File: src/common/timer_pkg.sv
// Constants, register map and carrier types for the cascadable timers
package timer_pkg;
  // Register-file addresses; bank one holds the first and second high bytes and the capture register
  localparam logic [7:0] ADDR_FIRST_LO = 8'h00;
  localparam logic [7:0] ADDR_SECOND_LO = 8'h01;
  localparam logic [7:0] ADDR_THIRD_LO = 8'h02;
  localparam logic [7:0] ADDR_THIRD_HI = 8'h03;
  localparam logic [7:0] ADDR_FIRST_PRESCALE = 8'h04;
  localparam logic [7:0] ADDR_SECOND_PRESCALE = 8'h05;
  localparam logic [7:0] ADDR_PRESCALE_CASCADE = 8'h06;
  localparam logic [7:0] ADDR_TIMER_MODE = 8'h07;
  localparam logic [7:0] ADDR_THIRD_MODE = 8'h08;
  localparam logic [7:0] ADDR_SECOND_LINK = 8'h09;
  localparam logic [7:0] BANK_ONE = 8'h10;
  localparam logic [7:0] ADDR_FIRST_HI = BANK_ONE | ADDR_FIRST_LO;
  localparam logic [7:0] ADDR_SECOND_HI = BANK_ONE | ADDR_SECOND_LO;
  localparam logic [7:0] ADDR_CAPTURE_LO = BANK_ONE | ADDR_THIRD_LO;
  localparam logic [7:0] ADDR_CAPTURE_HI = BANK_ONE | ADDR_THIRD_HI;

  // Byte slots of the shared count and reload storage
  localparam int FIRST_LO = 0;
  localparam int FIRST_HI = 1;
  localparam int SECOND_LO = 2;
  localparam int SECOND_HI = 3;
  localparam int THIRD_LO = 4;
  localparam int THIRD_HI = 5;
  localparam int NUM_BYTES = 6;
  localparam int NUM_TIMERS = 3;

  localparam int WIDE_PRESCALE = 6;
  localparam int NARROW_PRESCALE = 4;
  localparam int PRESCALE_LSB = 2;

  // Cascade field codes
  localparam logic [1:0] CAS_8_8_32 = 2'h0;
  localparam logic [1:0] CAS_16_16_16 = 2'h1;
  localparam logic [1:0] CAS_8_24_16 = 2'h2;
  localparam logic [1:0] CAS_8_16_24 = 2'h3;
  localparam logic [1:0] CASCADE_RESET = CAS_8_8_32;

  // Timer mode register fields
  localparam int TM_LOAD0 = 0;
  localparam int TM_RUN0 = 1;
  localparam int TM_LOAD1 = 2;
  localparam int TM_RUN1 = 3;
  localparam int TM_EXT_LSB = 4;
  localparam int TM_OUT_LSB = 6;
  localparam logic [1:0] OUT_FIRST = 2'h1;
  localparam logic [1:0] OUT_SECOND = 2'h2;

  // Third timer mode register fields
  localparam int M3_LOAD = 0;
  localparam int M3_RUN = 1;
  localparam int M3_CONT = 2;
  localparam int M3_SLOW = 4;
  localparam int M3_INT_EN = 5;
  localparam int M3_OUT_EN = 6;
  localparam int M3_FLAG = 7;

  // Prescale register low bits
  localparam int PS_CONT = 0;
  localparam int PS_EXT_SRC = 1;

  localparam logic [2:0] DIV4_PHASE = 3'h3;
  localparam logic [2:0] DIV8_PHASE = 3'h7;

  typedef enum logic [1:0] {
    EXT_CLOCK = 2'h0,
    EXT_GATE = 2'h1,
    EXT_TRIG_ONCE = 2'h2,
    EXT_TRIG_RETRIG = 2'h3
  } ext_mode_t;

  typedef struct packed {
    logic [7:0] addr;
    logic [7:0] wdata;
    logic wr;
    logic rd;
  } reg_req_t;
endpackage

File: src/verilog/cascadable_counter_timers.sv
// Three cascadable down-counter timers with capture, behind the register file
// Behaviour
// - start, stop, resume and restart commands per counter
// - single pass halts, continuous reloads at zero
// - count reads never disturb; first, second prescalers unreadable
// - second timer clock internal divide-four or pin
// - external input: clock, retrigger, one-shot trigger, gate
// - first timer output can clock second timer
// - first or second timer drives shared output
// - first, second: 6-bit prescaler, 16-bit counter
// - third: 4-bit prescaler, 16-bit counter, capture
// - cascade field sets the three counter lengths
// - extended counters chain bytes high to low
// - third clock crystal/2, or /8 if 16-bit
// - every capture-pin fall latches third count
// - capture register readable, writes ignored
// - third timer output routable to own pin
// - third interrupt ORed with pin edge interrupt
// - end of count sets sticky flag bit 7
// - third count mode examined only at zero
// - power-up 8/8/32, third output and interrupt off
// - third behaves like first otherwise
// - first, second high bytes same offset, other bank
`timescale 1ns/1ps

module prescaler #(
  parameter int W = 6
) (
  input wire logic clk,
  input wire logic reset_n,
  input wire logic src,
  input wire logic restart,
  input wire logic enable,
  input wire logic [W-1:0] divide,
  output logic tick
);
  logic [W-1:0] cnt_reg;
  logic [W-1:0] cnt_inc;

  assign cnt_inc = cnt_reg + {{(W-1){1'b0}}, 1'b1};

  // A divide value of zero wraps the full range
  always_ff @(posedge clk or negedge reset_n) begin
    if (!reset_n) begin
      cnt_reg <= '0;
      tick <= 1'b0;
    end else if (restart) begin
      cnt_reg <= '0;
      tick <= 1'b0;
    end else if (enable && src) begin
      tick <= (cnt_inc == divide);
      cnt_reg <= (cnt_inc == divide) ? '0 : cnt_inc;
    end else begin
      tick <= 1'b0;
    end
  end
endmodule // prescaler

module pin_filter (
  input wire logic clk,
  input wire logic reset_n,
  input wire logic pin,
  output logic level,
  output logic fall
);
  logic s1_reg;
  logic s2_reg;
  logic s3_reg;

  // Pins idle high, so reset to high avoids a false edge
  always_ff @(posedge clk or negedge reset_n) begin
    if (!reset_n) begin
      s1_reg <= 1'b1;
      s2_reg <= 1'b1;
      s3_reg <= 1'b1;
      level <= 1'b1;
      fall <= 1'b0;
    end else begin
      s1_reg <= pin;
      s2_reg <= s1_reg;
      s3_reg <= s2_reg;
      if (s2_reg == s3_reg) begin
        level <= s2_reg;
      end
      fall <= level & (s2_reg == s3_reg) & ~s2_reg;
    end
  end
endmodule // pin_filter

module cascadable_counter_timers (
  input wire logic clk,
  input wire logic reset_n,
  input timer_pkg::reg_req_t reg_req,
  output logic [7:0] reg_rdata,
  input wire logic ext_timer_input_pin,
  input wire logic capture_pin,
  input wire logic shared_irq_pin,
  output logic timer_out_pin,
  output logic third_timer_out_pin,
  output logic interrupt_request_zero
);
  import timer_pkg::*;

  logic [8*NUM_BYTES-1:0] cnt_reg;
  logic [8*NUM_BYTES-1:0] cnt_next;
  logic [8*NUM_BYTES-1:0] rld_reg;
  logic [NUM_TIMERS-1:0] run_reg;
  logic [NUM_TIMERS-1:0] run_next;
  logic [NUM_TIMERS-1:0] tog_reg;
  logic [NUM_TIMERS-1:0] tick;
  logic [NUM_TIMERS-1:0] load_cmd;
  logic [NUM_TIMERS-1:0] cont;
  logic [NUM_TIMERS-1:0] eoc;
  logic [NUM_TIMERS-1:0] src;
  logic [31:0] cur [NUM_TIMERS];
  logic [31:0] rld [NUM_TIMERS];
  logic [31:0] nxt [NUM_TIMERS];
  logic [7:0] first_ps_reg;
  logic [7:0] second_ps_reg;
  logic [7:0] cascade_reg;
  logic [1:0] ext_mode_reg;
  logic [1:0] out_sel_reg;
  logic [7:0] third_mode_reg;
  logic second_link_reg;
  logic [15:0] capture_reg;
  logic [2:0] div_reg;
  logic div2;
  logic div4;
  logic div8;
  logic ext_level;
  logic ext_fall;
  logic cap_fall;
  logic irq_fall;
  logic trig;
  logic slow_ok;
  logic [1:0] cas;

  function automatic logic [95:0] pack(input logic [1:0] c,
                                       input logic [47:0] v);
    logic [7:0] b [NUM_BYTES];
    for (int i = 0; i < NUM_BYTES; i++) begin
      b[i] = v[8*i +: 8];
    end
    case (c)
      CAS_8_8_32: pack = {24'h00_0000, b[FIRST_LO], 24'h00_0000, b[SECOND_LO],
                          b[FIRST_HI], b[SECOND_HI], b[THIRD_HI], b[THIRD_LO]};
      CAS_16_16_16: pack = {16'h0000, b[FIRST_HI], b[FIRST_LO],
                            16'h0000, b[SECOND_HI], b[SECOND_LO],
                            16'h0000, b[THIRD_HI], b[THIRD_LO]};
      CAS_8_24_16: pack = {24'h00_0000, b[FIRST_LO],
                           8'h00, b[FIRST_HI], b[SECOND_HI], b[SECOND_LO],
                           16'h0000, b[THIRD_HI], b[THIRD_LO]};
      default: pack = {24'h00_0000, b[FIRST_LO],
                       16'h0000, b[SECOND_HI], b[SECOND_LO],
                       8'h00, b[FIRST_HI], b[THIRD_HI], b[THIRD_LO]};
    endcase
  endfunction

  function automatic logic [47:0] unpack(input logic [1:0] c,
                                         input logic [31:0] a,
                                         input logic [31:0] s,
                                         input logic [31:0] t);
    logic [7:0] b [NUM_BYTES];
    b[FIRST_LO] = a[7:0];
    b[THIRD_LO] = t[7:0];
    b[THIRD_HI] = t[15:8];
    case (c)
      CAS_8_8_32: begin
        b[SECOND_LO] = s[7:0];
        b[SECOND_HI] = t[23:16];
        b[FIRST_HI] = t[31:24];
      end
      CAS_16_16_16: begin
        b[FIRST_HI] = a[15:8];
        b[SECOND_LO] = s[7:0];
        b[SECOND_HI] = s[15:8];
      end
      CAS_8_24_16: begin
        b[SECOND_LO] = s[7:0];
        b[SECOND_HI] = s[15:8];
        b[FIRST_HI] = s[23:16];
      end
      default: begin
        b[SECOND_LO] = s[7:0];
        b[SECOND_HI] = s[15:8];
        b[FIRST_HI] = t[23:16];
      end
    endcase
    unpack = {b[5], b[4], b[3], b[2], b[1], b[0]};
  endfunction

  wire logic wr_en = reg_req.wr;
  wire logic [7:0] wa = reg_req.addr;
  wire logic [7:0] wd = reg_req.wdata;

  assign cas = cascade_reg[1:0];
  // Slow third clock only when the third counter is 16 bits long
  assign slow_ok = (cas == CAS_16_16_16) || (cas == CAS_8_24_16);
  assign div2 = div_reg[0];
  assign div4 = (div_reg[1:0] == DIV4_PHASE[1:0]);
  assign div8 = (div_reg == DIV8_PHASE);

  always_ff @(posedge clk or negedge reset_n) begin
    if (!reset_n) begin
      div_reg <= 3'h0;
    end else begin
      div_reg <= div_reg + 3'h1;
    end
  end

  pin_filter ext_filter (
    .clk(clk), .reset_n(reset_n), .pin(ext_timer_input_pin),
    .level(ext_level), .fall(ext_fall));
  pin_filter cap_filter (
    .clk(clk), .reset_n(reset_n), .pin(capture_pin),
    .level(), .fall(cap_fall));
  pin_filter irq_filter (
    .clk(clk), .reset_n(reset_n), .pin(shared_irq_pin),
    .level(), .fall(irq_fall));

  // Trigger modes only apply with the internal source selected
  assign trig = ~second_ps_reg[PS_EXT_SRC] & ~second_link_reg & ext_fall &
    ((ext_mode_reg == EXT_TRIG_RETRIG) ||
     ((ext_mode_reg == EXT_TRIG_ONCE) && ~run_reg[1]));

  always_comb begin
    src[0] = div4;
    if (second_link_reg) begin
      src[1] = eoc[0];
    end else if (second_ps_reg[PS_EXT_SRC]) begin
      src[1] = ext_fall;
    end else if (ext_mode_reg == EXT_GATE) begin
      src[1] = div4 & ext_level;
    end else begin
      src[1] = div4;
    end
    src[2] = (third_mode_reg[M3_SLOW] && slow_ok) ? div8 : div2;
  end

  assign load_cmd[0] = wr_en && (wa == ADDR_TIMER_MODE) && wd[TM_LOAD0];
  assign load_cmd[1] = (wr_en && (wa == ADDR_TIMER_MODE) && wd[TM_LOAD1]) |
    trig;
  assign load_cmd[2] = wr_en && (wa == ADDR_THIRD_MODE) && wd[M3_LOAD];
  assign cont[0] = first_ps_reg[PS_CONT];
  assign cont[1] = second_ps_reg[PS_CONT];
  assign cont[2] = third_mode_reg[M3_CONT];

  prescaler #(.W(WIDE_PRESCALE)) first_pre (
    .clk(clk), .reset_n(reset_n), .src(src[0]), .restart(load_cmd[0]),
    .enable(run_reg[0]), .divide(first_ps_reg[7:PRESCALE_LSB]),
    .tick(tick[0]));
  prescaler #(.W(WIDE_PRESCALE)) second_pre (
    .clk(clk), .reset_n(reset_n), .src(src[1]), .restart(load_cmd[1]),
    .enable(run_reg[1]), .divide(second_ps_reg[7:PRESCALE_LSB]),
    .tick(tick[1]));
  prescaler #(.W(NARROW_PRESCALE)) third_pre (
    .clk(clk), .reset_n(reset_n), .src(src[2]), .restart(load_cmd[2]),
    .enable(run_reg[2]),
    .divide(cascade_reg[PRESCALE_LSB +: NARROW_PRESCALE]),
    .tick(tick[2]));

  // Counters of any length are assembled from the six bytes
  always_comb begin
    {cur[0], cur[1], cur[2]} = pack(cas, cnt_reg);
    {rld[0], rld[1], rld[2]} = pack(cas, rld_reg);
    for (int i = 0; i < NUM_TIMERS; i++) begin
      eoc[i] = tick[i] & run_reg[i] & ~load_cmd[i] & (cur[i] <= 32'h0000_0001);
      if (load_cmd[i]) begin
        nxt[i] = rld[i];
      end else if (eoc[i]) begin
        // Mode bit is sampled here only, at the zero crossing
        nxt[i] = cont[i] ? rld[i] : 32'h0000_0000;
      end else if (tick[i] && run_reg[i]) begin
        nxt[i] = cur[i] - 32'h0000_0001;
      end else begin
        nxt[i] = cur[i];
      end
    end
    cnt_next = unpack(cas, nxt[0], nxt[1], nxt[2]);
  end

  always_comb begin
    run_next = run_reg;
    if (wr_en && (wa == ADDR_TIMER_MODE)) begin
      run_next[0] = wd[TM_RUN0];
      run_next[1] = wd[TM_RUN1];
    end
    if (wr_en && (wa == ADDR_THIRD_MODE)) begin
      run_next[2] = wd[M3_RUN];
    end
    if (trig) begin
      run_next[1] = 1'b1;
    end
    for (int i = 0; i < NUM_TIMERS; i++) begin
      if (eoc[i] && !cont[i]) begin
        run_next[i] = 1'b0;
      end
    end
  end

  always_ff @(posedge clk or negedge reset_n) begin
    if (!reset_n) begin
      cnt_reg <= '0;
      run_reg <= '0;
      tog_reg <= '0;
    end else begin
      cnt_reg <= cnt_next;
      run_reg <= run_next;
      tog_reg <= tog_reg ^ eoc;
    end
  end

  // Writes to a count address program the reload byte
  always_ff @(posedge clk or negedge reset_n) begin
    if (!reset_n) begin
      rld_reg <= '0;
    end else if (wr_en) begin
      case (wa)
        ADDR_FIRST_LO: rld_reg[8*FIRST_LO +: 8] <= wd;
        ADDR_FIRST_HI: rld_reg[8*FIRST_HI +: 8] <= wd;
        ADDR_SECOND_LO: rld_reg[8*SECOND_LO +: 8] <= wd;
        ADDR_SECOND_HI: rld_reg[8*SECOND_HI +: 8] <= wd;
        ADDR_THIRD_LO: rld_reg[8*THIRD_LO +: 8] <= wd;
        ADDR_THIRD_HI: rld_reg[8*THIRD_HI +: 8] <= wd;
        default: rld_reg <= rld_reg;
      endcase
    end
  end

  always_ff @(posedge clk or negedge reset_n) begin
    if (!reset_n) begin
      first_ps_reg <= 8'h00;
      second_ps_reg <= 8'h00;
      cascade_reg <= {6'h00, CASCADE_RESET};
      ext_mode_reg <= EXT_CLOCK;
      out_sel_reg <= 2'h0;
      second_link_reg <= 1'b0;
    end else if (wr_en) begin
      case (wa)
        ADDR_FIRST_PRESCALE: first_ps_reg <= wd;
        ADDR_SECOND_PRESCALE: second_ps_reg <= wd;
        ADDR_PRESCALE_CASCADE: cascade_reg <= wd;
        ADDR_TIMER_MODE: begin
          ext_mode_reg <= wd[TM_EXT_LSB +: 2];
          out_sel_reg <= wd[TM_OUT_LSB +: 2];
        end
        ADDR_SECOND_LINK: second_link_reg <= wd[0];
        default: second_link_reg <= second_link_reg;
      endcase
    end
  end

  // Flag: software writes zero to clear, end of count wins a tie
  always_ff @(posedge clk or negedge reset_n) begin
    if (!reset_n) begin
      third_mode_reg <= 8'h00;
    end else begin
      if (wr_en && (wa == ADDR_THIRD_MODE)) begin
        third_mode_reg[6:0] <= {wd[6:2], 2'h0};
        third_mode_reg[M3_FLAG] <= eoc[2] |
          (third_mode_reg[M3_FLAG] & wd[M3_FLAG]);
      end else if (eoc[2]) begin
        third_mode_reg[M3_FLAG] <= 1'b1;
      end
    end
  end

  always_ff @(posedge clk or negedge reset_n) begin
    if (!reset_n) begin
      capture_reg <= 16'h0000;
    end else if (cap_fall) begin
      capture_reg <= cnt_reg[8*THIRD_LO +: 16];
    end
  end

  always_ff @(posedge clk or negedge reset_n) begin
    if (!reset_n) begin
      timer_out_pin <= 1'b0;
      third_timer_out_pin <= 1'b0;
      interrupt_request_zero <= 1'b0;
    end else begin
      timer_out_pin <= (out_sel_reg == OUT_FIRST) ? tog_reg[0] :
                       (out_sel_reg == OUT_SECOND) ? tog_reg[1] :
                       1'b0;
      third_timer_out_pin <= third_mode_reg[M3_OUT_EN] & tog_reg[2];
      interrupt_request_zero <= (eoc[2] & third_mode_reg[M3_INT_EN]) |
        irq_fall;
    end
  end

  // Reads have no side effect; first and second prescale values are write-only
  always_ff @(posedge clk or negedge reset_n) begin
    if (!reset_n) begin
      reg_rdata <= 8'h00;
    end else if (reg_req.rd) begin
      case (reg_req.addr)
        ADDR_FIRST_LO: reg_rdata <= cnt_reg[8*FIRST_LO +: 8];
        ADDR_FIRST_HI: reg_rdata <= cnt_reg[8*FIRST_HI +: 8];
        ADDR_SECOND_LO: reg_rdata <= cnt_reg[8*SECOND_LO +: 8];
        ADDR_SECOND_HI: reg_rdata <= cnt_reg[8*SECOND_HI +: 8];
        ADDR_THIRD_LO: reg_rdata <= cnt_reg[8*THIRD_LO +: 8];
        ADDR_THIRD_HI: reg_rdata <= cnt_reg[8*THIRD_HI +: 8];
        ADDR_CAPTURE_LO: reg_rdata <= capture_reg[7:0];
        ADDR_CAPTURE_HI: reg_rdata <= capture_reg[15:8];
        ADDR_PRESCALE_CASCADE: reg_rdata <= cascade_reg;
        ADDR_TIMER_MODE: reg_rdata <= {out_sel_reg, ext_mode_reg,
                                       run_reg[1], 1'b0, run_reg[0], 1'b0};
        ADDR_THIRD_MODE: reg_rdata <= {third_mode_reg[7:2], run_reg[2], 1'b0};
        ADDR_SECOND_LINK: reg_rdata <= {7'h00, second_link_reg};
        default: reg_rdata <= 8'h00;
      endcase
    end
  end
endmodule // cascadable_counter_timers

File: config.mk
export PLATFORM = sky130hd
export DESIGN_NAME = cascadable_counter_timers
export DESIGN_NICKNAME = d
export VERILOG_FILES = /design/src/common/timer_pkg.sv /design/src/verilog/cascadable_counter_timers.sv
export SDC_FILE = /design/constraint.sdc
export NUM_CORES = 1
export LEC_CHECK = 0
export BUFFER_PORTS_ARGS = -buffer_cell sky130_fd_sc_hd__buf_2
export CORE_MARGIN = 5
export CORE_UTILIZATION = 63
export CTS_CLUSTER_DIAMETER = 50
export DETAILED_ROUTE_END_ITERATION = 6
export HOLD_SLACK_MARGIN = 0.06
export PLACE_DENSITY_LB_ADDON = 0.08
export SLEW_MARGIN = 20
export SYNTH_ARGS = -nofsm -noshare
export SYNTH_HDL_FRONTEND = slang
export SYNTH_SLANG_ARGS = --single-unit
export TNS_END_PERCENT = 30
File: constraint.sdc
create_clock -name clk -period 4.6 [get_ports clk]
set_clock_uncertainty 0.1 [all_clocks]
set_input_delay 0.92 -clock clk [delete_from_list [all_inputs] [get_ports clk]]
set_output_delay 0.92 -clock clk [all_outputs]
set_load 0.02 [all_outputs]
==> qor.csv <==
stage,metric,value,unit
pwr,power.internal,3.073,mW
floorplan,die_h,143.9,µm
logic_synthesis,ys_ff_latch,200,
layout,drive_gt1_frac,0.1846,
clock_tree,cts_buffers,17,
placed_design,place_hpwl,22.83,mm
logic_synthesis,synth_top_family_by_area,compound AO/OA/AOI/OAI gates,
detailed_routing,antenna_left,0,
sta,tns,0,ns
setup_path,critPathBufInv,2,
setup_path,cpLargestDelayFamily,simple AND/OR/NAND/NOR gates,
global_routing,grt_pass1_wl,52.27,mm
floorplan,die-area,0.02071,mm²
pwr,swShare,0.3320,
setup_path,r2r_slack,0.72,ns
setup_path,slowest_delay,0.60,ns
setup_path,crit_type,register to register,
global_routing,grt_max_degree,106,
layout,final_cell_area,0.01222,mm²
pwr,power_frac_comb,0.196,
logic_synthesis,synth.area.top_cells,"dfrtp_1, mux2_2, nand2_1",
clock_tree,cts_root_buffer,clkbuf_16,
layout,n_fill_cell,1421,
global_routing,overflow,0,
clock_tree,clock_latency,0.45,ns
setup_path,end_kind,register,
floorplan,core_area,0.01778,mm²
pwr,leakagePower,5.384,nW
logic_synthesis,synthMuxAreaShare,0.1063,
setup_path,worstPathRequired,4.87,ns
clock_tree,htree_levels,4,
run_status,status,"complete, no violations",
detailed_routing,vias,9545,
pwr,seqPwrFrac,0.458,
pwr,p_clk_frac,0.346,
logic_synthesis,synth_compound_area_frac,0.1760,
setup_path,crit_cells,10,
sta,finalCritPeriodShare,0.8430,
detailed_routing,wl,33.16,mm
global_routing,grt_use_total,0.3314,
sta,rsz0062_at_grt,false,
clock_tree,cts_buffer_depth,2,
layout,final_nets,1195,
clock_tree,ctsHoldBuffers,0,
logic_synthesis,avgSynthCellArea,9.738,µm²
detailed_routing,vias_per_cell,6.823,
layout,n_antenna_cell,0,
global_routing,grt_pass1_vias,9103,
job,drv_cap,0,
logic_synthesis,yosysTopAreaCell,dfrtp_1,
detailed_routing,dr.pass1.iters,7,
logic_synthesis,synth.cell_area,0.01130,mm²
clock_tree,clock_sinks,200,
logic_synthesis,synthSimpleGateAreaFrac,0.1683,
sta,period_minus_slack,3.878,ns
logic_synthesis,synth_nets,1198,
clock_tree,cts_resized,0,
placed_design,io_buffers,33,
clock_tree,cts_tree,built,
sta,finalMaxSlewViolations,0,
detailed_routing,route.detailed.wl_per_inst,23.70,µm
logic_synthesis,synthCells,1160,
global_routing,antenna_found_initial,1,
logic_synthesis,yosys_warnings,0,
pwr,worst_ir_drop_vdd,0.3781,mV
detailed_routing,route.detailed.drc,0,
logic_synthesis,netlist.area_leader.share,0.4165,
min_path,worstHoldPathType,register to register,
sta,setup_viol,0,
pwr,p_sw,1.527,mW
setup_path,worstPathArrival,4.15,ns
setup_path,critical_path.startpoint,cascade_reg[0]$_DFFE_PN0P_,
sta,slew_headroom,0.2741,
setup_path,reg2reg_from,cascade_reg[0]$_DFFE_PN0P_,
setup_path,endpoint,cnt_reg[36]$_DFFE_PN0P_,
logic_synthesis,synth_edf_count,0,
clock_tree,cts_setup_buffers,0,
floorplan,num_rows,49,
placed_design,gp_congestion,0.9785,
sta,fin_ws,0.7223,ns
sta,fmaxAchievable,257.9,MHz
floorplan,ioPinCount,34,
placed_design,pre_cts_ws,0.3326,ns
logic_synthesis,synth_xor_area_frac,0.04973,
logic_synthesis,yosys.area_share.adder,0.01927,
pwr,pwr_density_cell,376.4,mW/mm²
logic_synthesis,synth_ff_type,dfrtp_1,
setup_path,slowest_stage,a21o_1,
placed_design,placed_area,0.01158,mm²
logic_synthesis,synth.distinct_cells,81,
sta,hold_viol_final,0,
sta,timing.hold.ws,0.2591,ns
layout,syn2layout_area_growth,8.186,%
setup_path,rr_endpoint,cnt_reg[36]$_DFFE_PN0P_,
floorplan,start_util,0.6353,
setup_path,crit_chain,inv_1 -> ha_1 -> nand2b_1 -> o22ai_1 -> or2_4 -> nor3_2 -> a21o_1 -> buf_4 -> o21ai_0 -> a21oi_1,
clock_tree,clkTransAtPathRegs,0.08,ns
setup_path,crit_fanout,15,
logic_synthesis,ys_seq_area_frac,0.4444,
setup_path,worst_setup_path_start_kind,register,
floorplan,die_x,143.9,µm
logic_synthesis,synthArstFlopShare,1.000,
setup_path,reg2reg_depth,10,
sta,tightest_slew,1.080,ns
detailed_routing,dr.first_iter.drc_count,1285,
logic make-up after synthesis:
| group | Yosys count |
|---|---|
| compound gates | 301 |
| xor+xnor | 61 |
| fa+ha+maj | 18 |
| buf+inv | 98 |
| flops | 200 |
| mux | 105 |
| simple gates | 377 |
final cells by class:
type,instances,area (µm²),area share
Tap cell,229,286.5,0.02345
Timing Repair Buffer,49,306.5,0.02508
Clock inverter,14,195.2,0.01597
Inverter,27,101.3,0.008293
Clock buffer,18,439.2,0.03594
Multi-Input combinational cell,862,5872,0.4805
Sequential cell,200,5020,0.4108
power groups by stage:
stage                     logic [mW]  registers (mW)  clock network (mW)
after CTS                      0.888            2.09                1.61
after global routing           0.987            2.12                1.68
after detailed placement       0.881            2.13                   0
after floorplan                0.731            2.02                   0
after global placement         0.863            2.13                   0
final                          0.902            2.11                1.59
synthesized netlist by cell type, types with 3 or more instances:
library cell  instances
a211oi_1              6
a21o_1                4
a21oi_1              62
a221o_1               9
a222oi_1              6
a22o_1                7
a22oi_1              35
a31oi_1               8
a32oi_1               5
and2_1               14
and3_1               13
buf_1                 7
buf_2                 7
buf_4                 4
clkbuf_1             51
dfrtp_1             188
dfstp_2              12
ha_1                 15
inv_1                27
maj3_1                3
mux2_2              100
mux2i_1               3
nand2_1             120
nand2b_1             10
nand3_1              30
nand3b_1             11
nand4_1              10
nor2_1               64
nor2b_1               6
nor3_1               39
nor3b_1              11
nor4_1               19
o211ai_1              7
o21a_1                8
o21ai_0              83
o22ai_1              23
o311ai_0              5
o31ai_1               4
or2_2                 5
or3_1                 6
xnor2_1              37
xor2_1               22
worst min path at each step:
stage                                startpoint  cells past startpoint                          end
finish              irq_filter.s1_reg$_DFF_PN1_                      0  irq_filter.s2_reg$_DFF_PN1_
global route        cap_filter.s1_reg$_DFF_PN1_                      0  cap_filter.s2_reg$_DFF_PN1_
CTS                 irq_filter.s1_reg$_DFF_PN1_                      0  irq_filter.s2_reg$_DFF_PN1_
detailed placement  irq_filter.s1_reg$_DFF_PN1_                      0  irq_filter.s2_reg$_DFF_PN1_
global placement    irq_filter.s1_reg$_DFF_PN1_                      0  irq_filter.s2_reg$_DFF_PN1_
floorplan           cap_filter.s1_reg$_DFF_PN1_                      0  cap_filter.s2_reg$_DFF_PN1_
metrics by stage:
stage / cells / power (mW) / util
after global routing: 1399 / 4.784 / 0.6873
after CTS: 1399 / 4.590 / 0.6872
after floorplan: 1160 / 2.748 / -
after global placement: 1367 / 2.992 / 0.6515
after detailed placement: 1367 / 3.009 / 0.6515
final: 1399 / 4.600 / 0.6873
routing by layer:
layer	wire length, µm	global-route usage	vias up
met5	13	0	-
met4	1201	0.1214	2
met3	2780	0.07587	98
met2	14810	0.4887	465
met1	14350	0.4815	4724
li1	-	-	4256
worst reg2reg max path, cell delays in order (launching register included):
cell	delay, ns
dfrtp_1	0.44
inv_1	0.10
ha_1	0.39
nand2b_1	0.55
o22ai_1	0.31
or2_4	0.33
nor3_2	0.37
a21o_1	0.60
buf_4	0.34
o21ai_0	0.13
a21oi_1	0.16
layout by cell type, fill, tap and decap left out, drive strengths merged, types with 5 or more instances in the layout:
master / n
a211oi: 6
a21oi: 62
a221o: 9
a222oi: 6
a22o: 7
a22oi: 35
a31oi: 8
a32oi: 5
and2: 15
and3: 13
buf: 48
clkbuf: 19
clkinv: 6
dfrtp: 188
dfstp: 12
ha: 15
inv: 33
mux2: 100
nand2: 120
nand2b: 10
nand3: 31
nand3b: 11
nand4: 10
nor2: 64
nor2b: 6
nor3: 40
nor3b: 11
nor4: 21
o211ai: 7
o21a: 8
o21ai: 86
o22ai: 23
o311ai: 5
o31ai: 5
or2: 6
or3: 6
xnor2: 37
xor2: 22
Power figures use the tool's default switching activity.
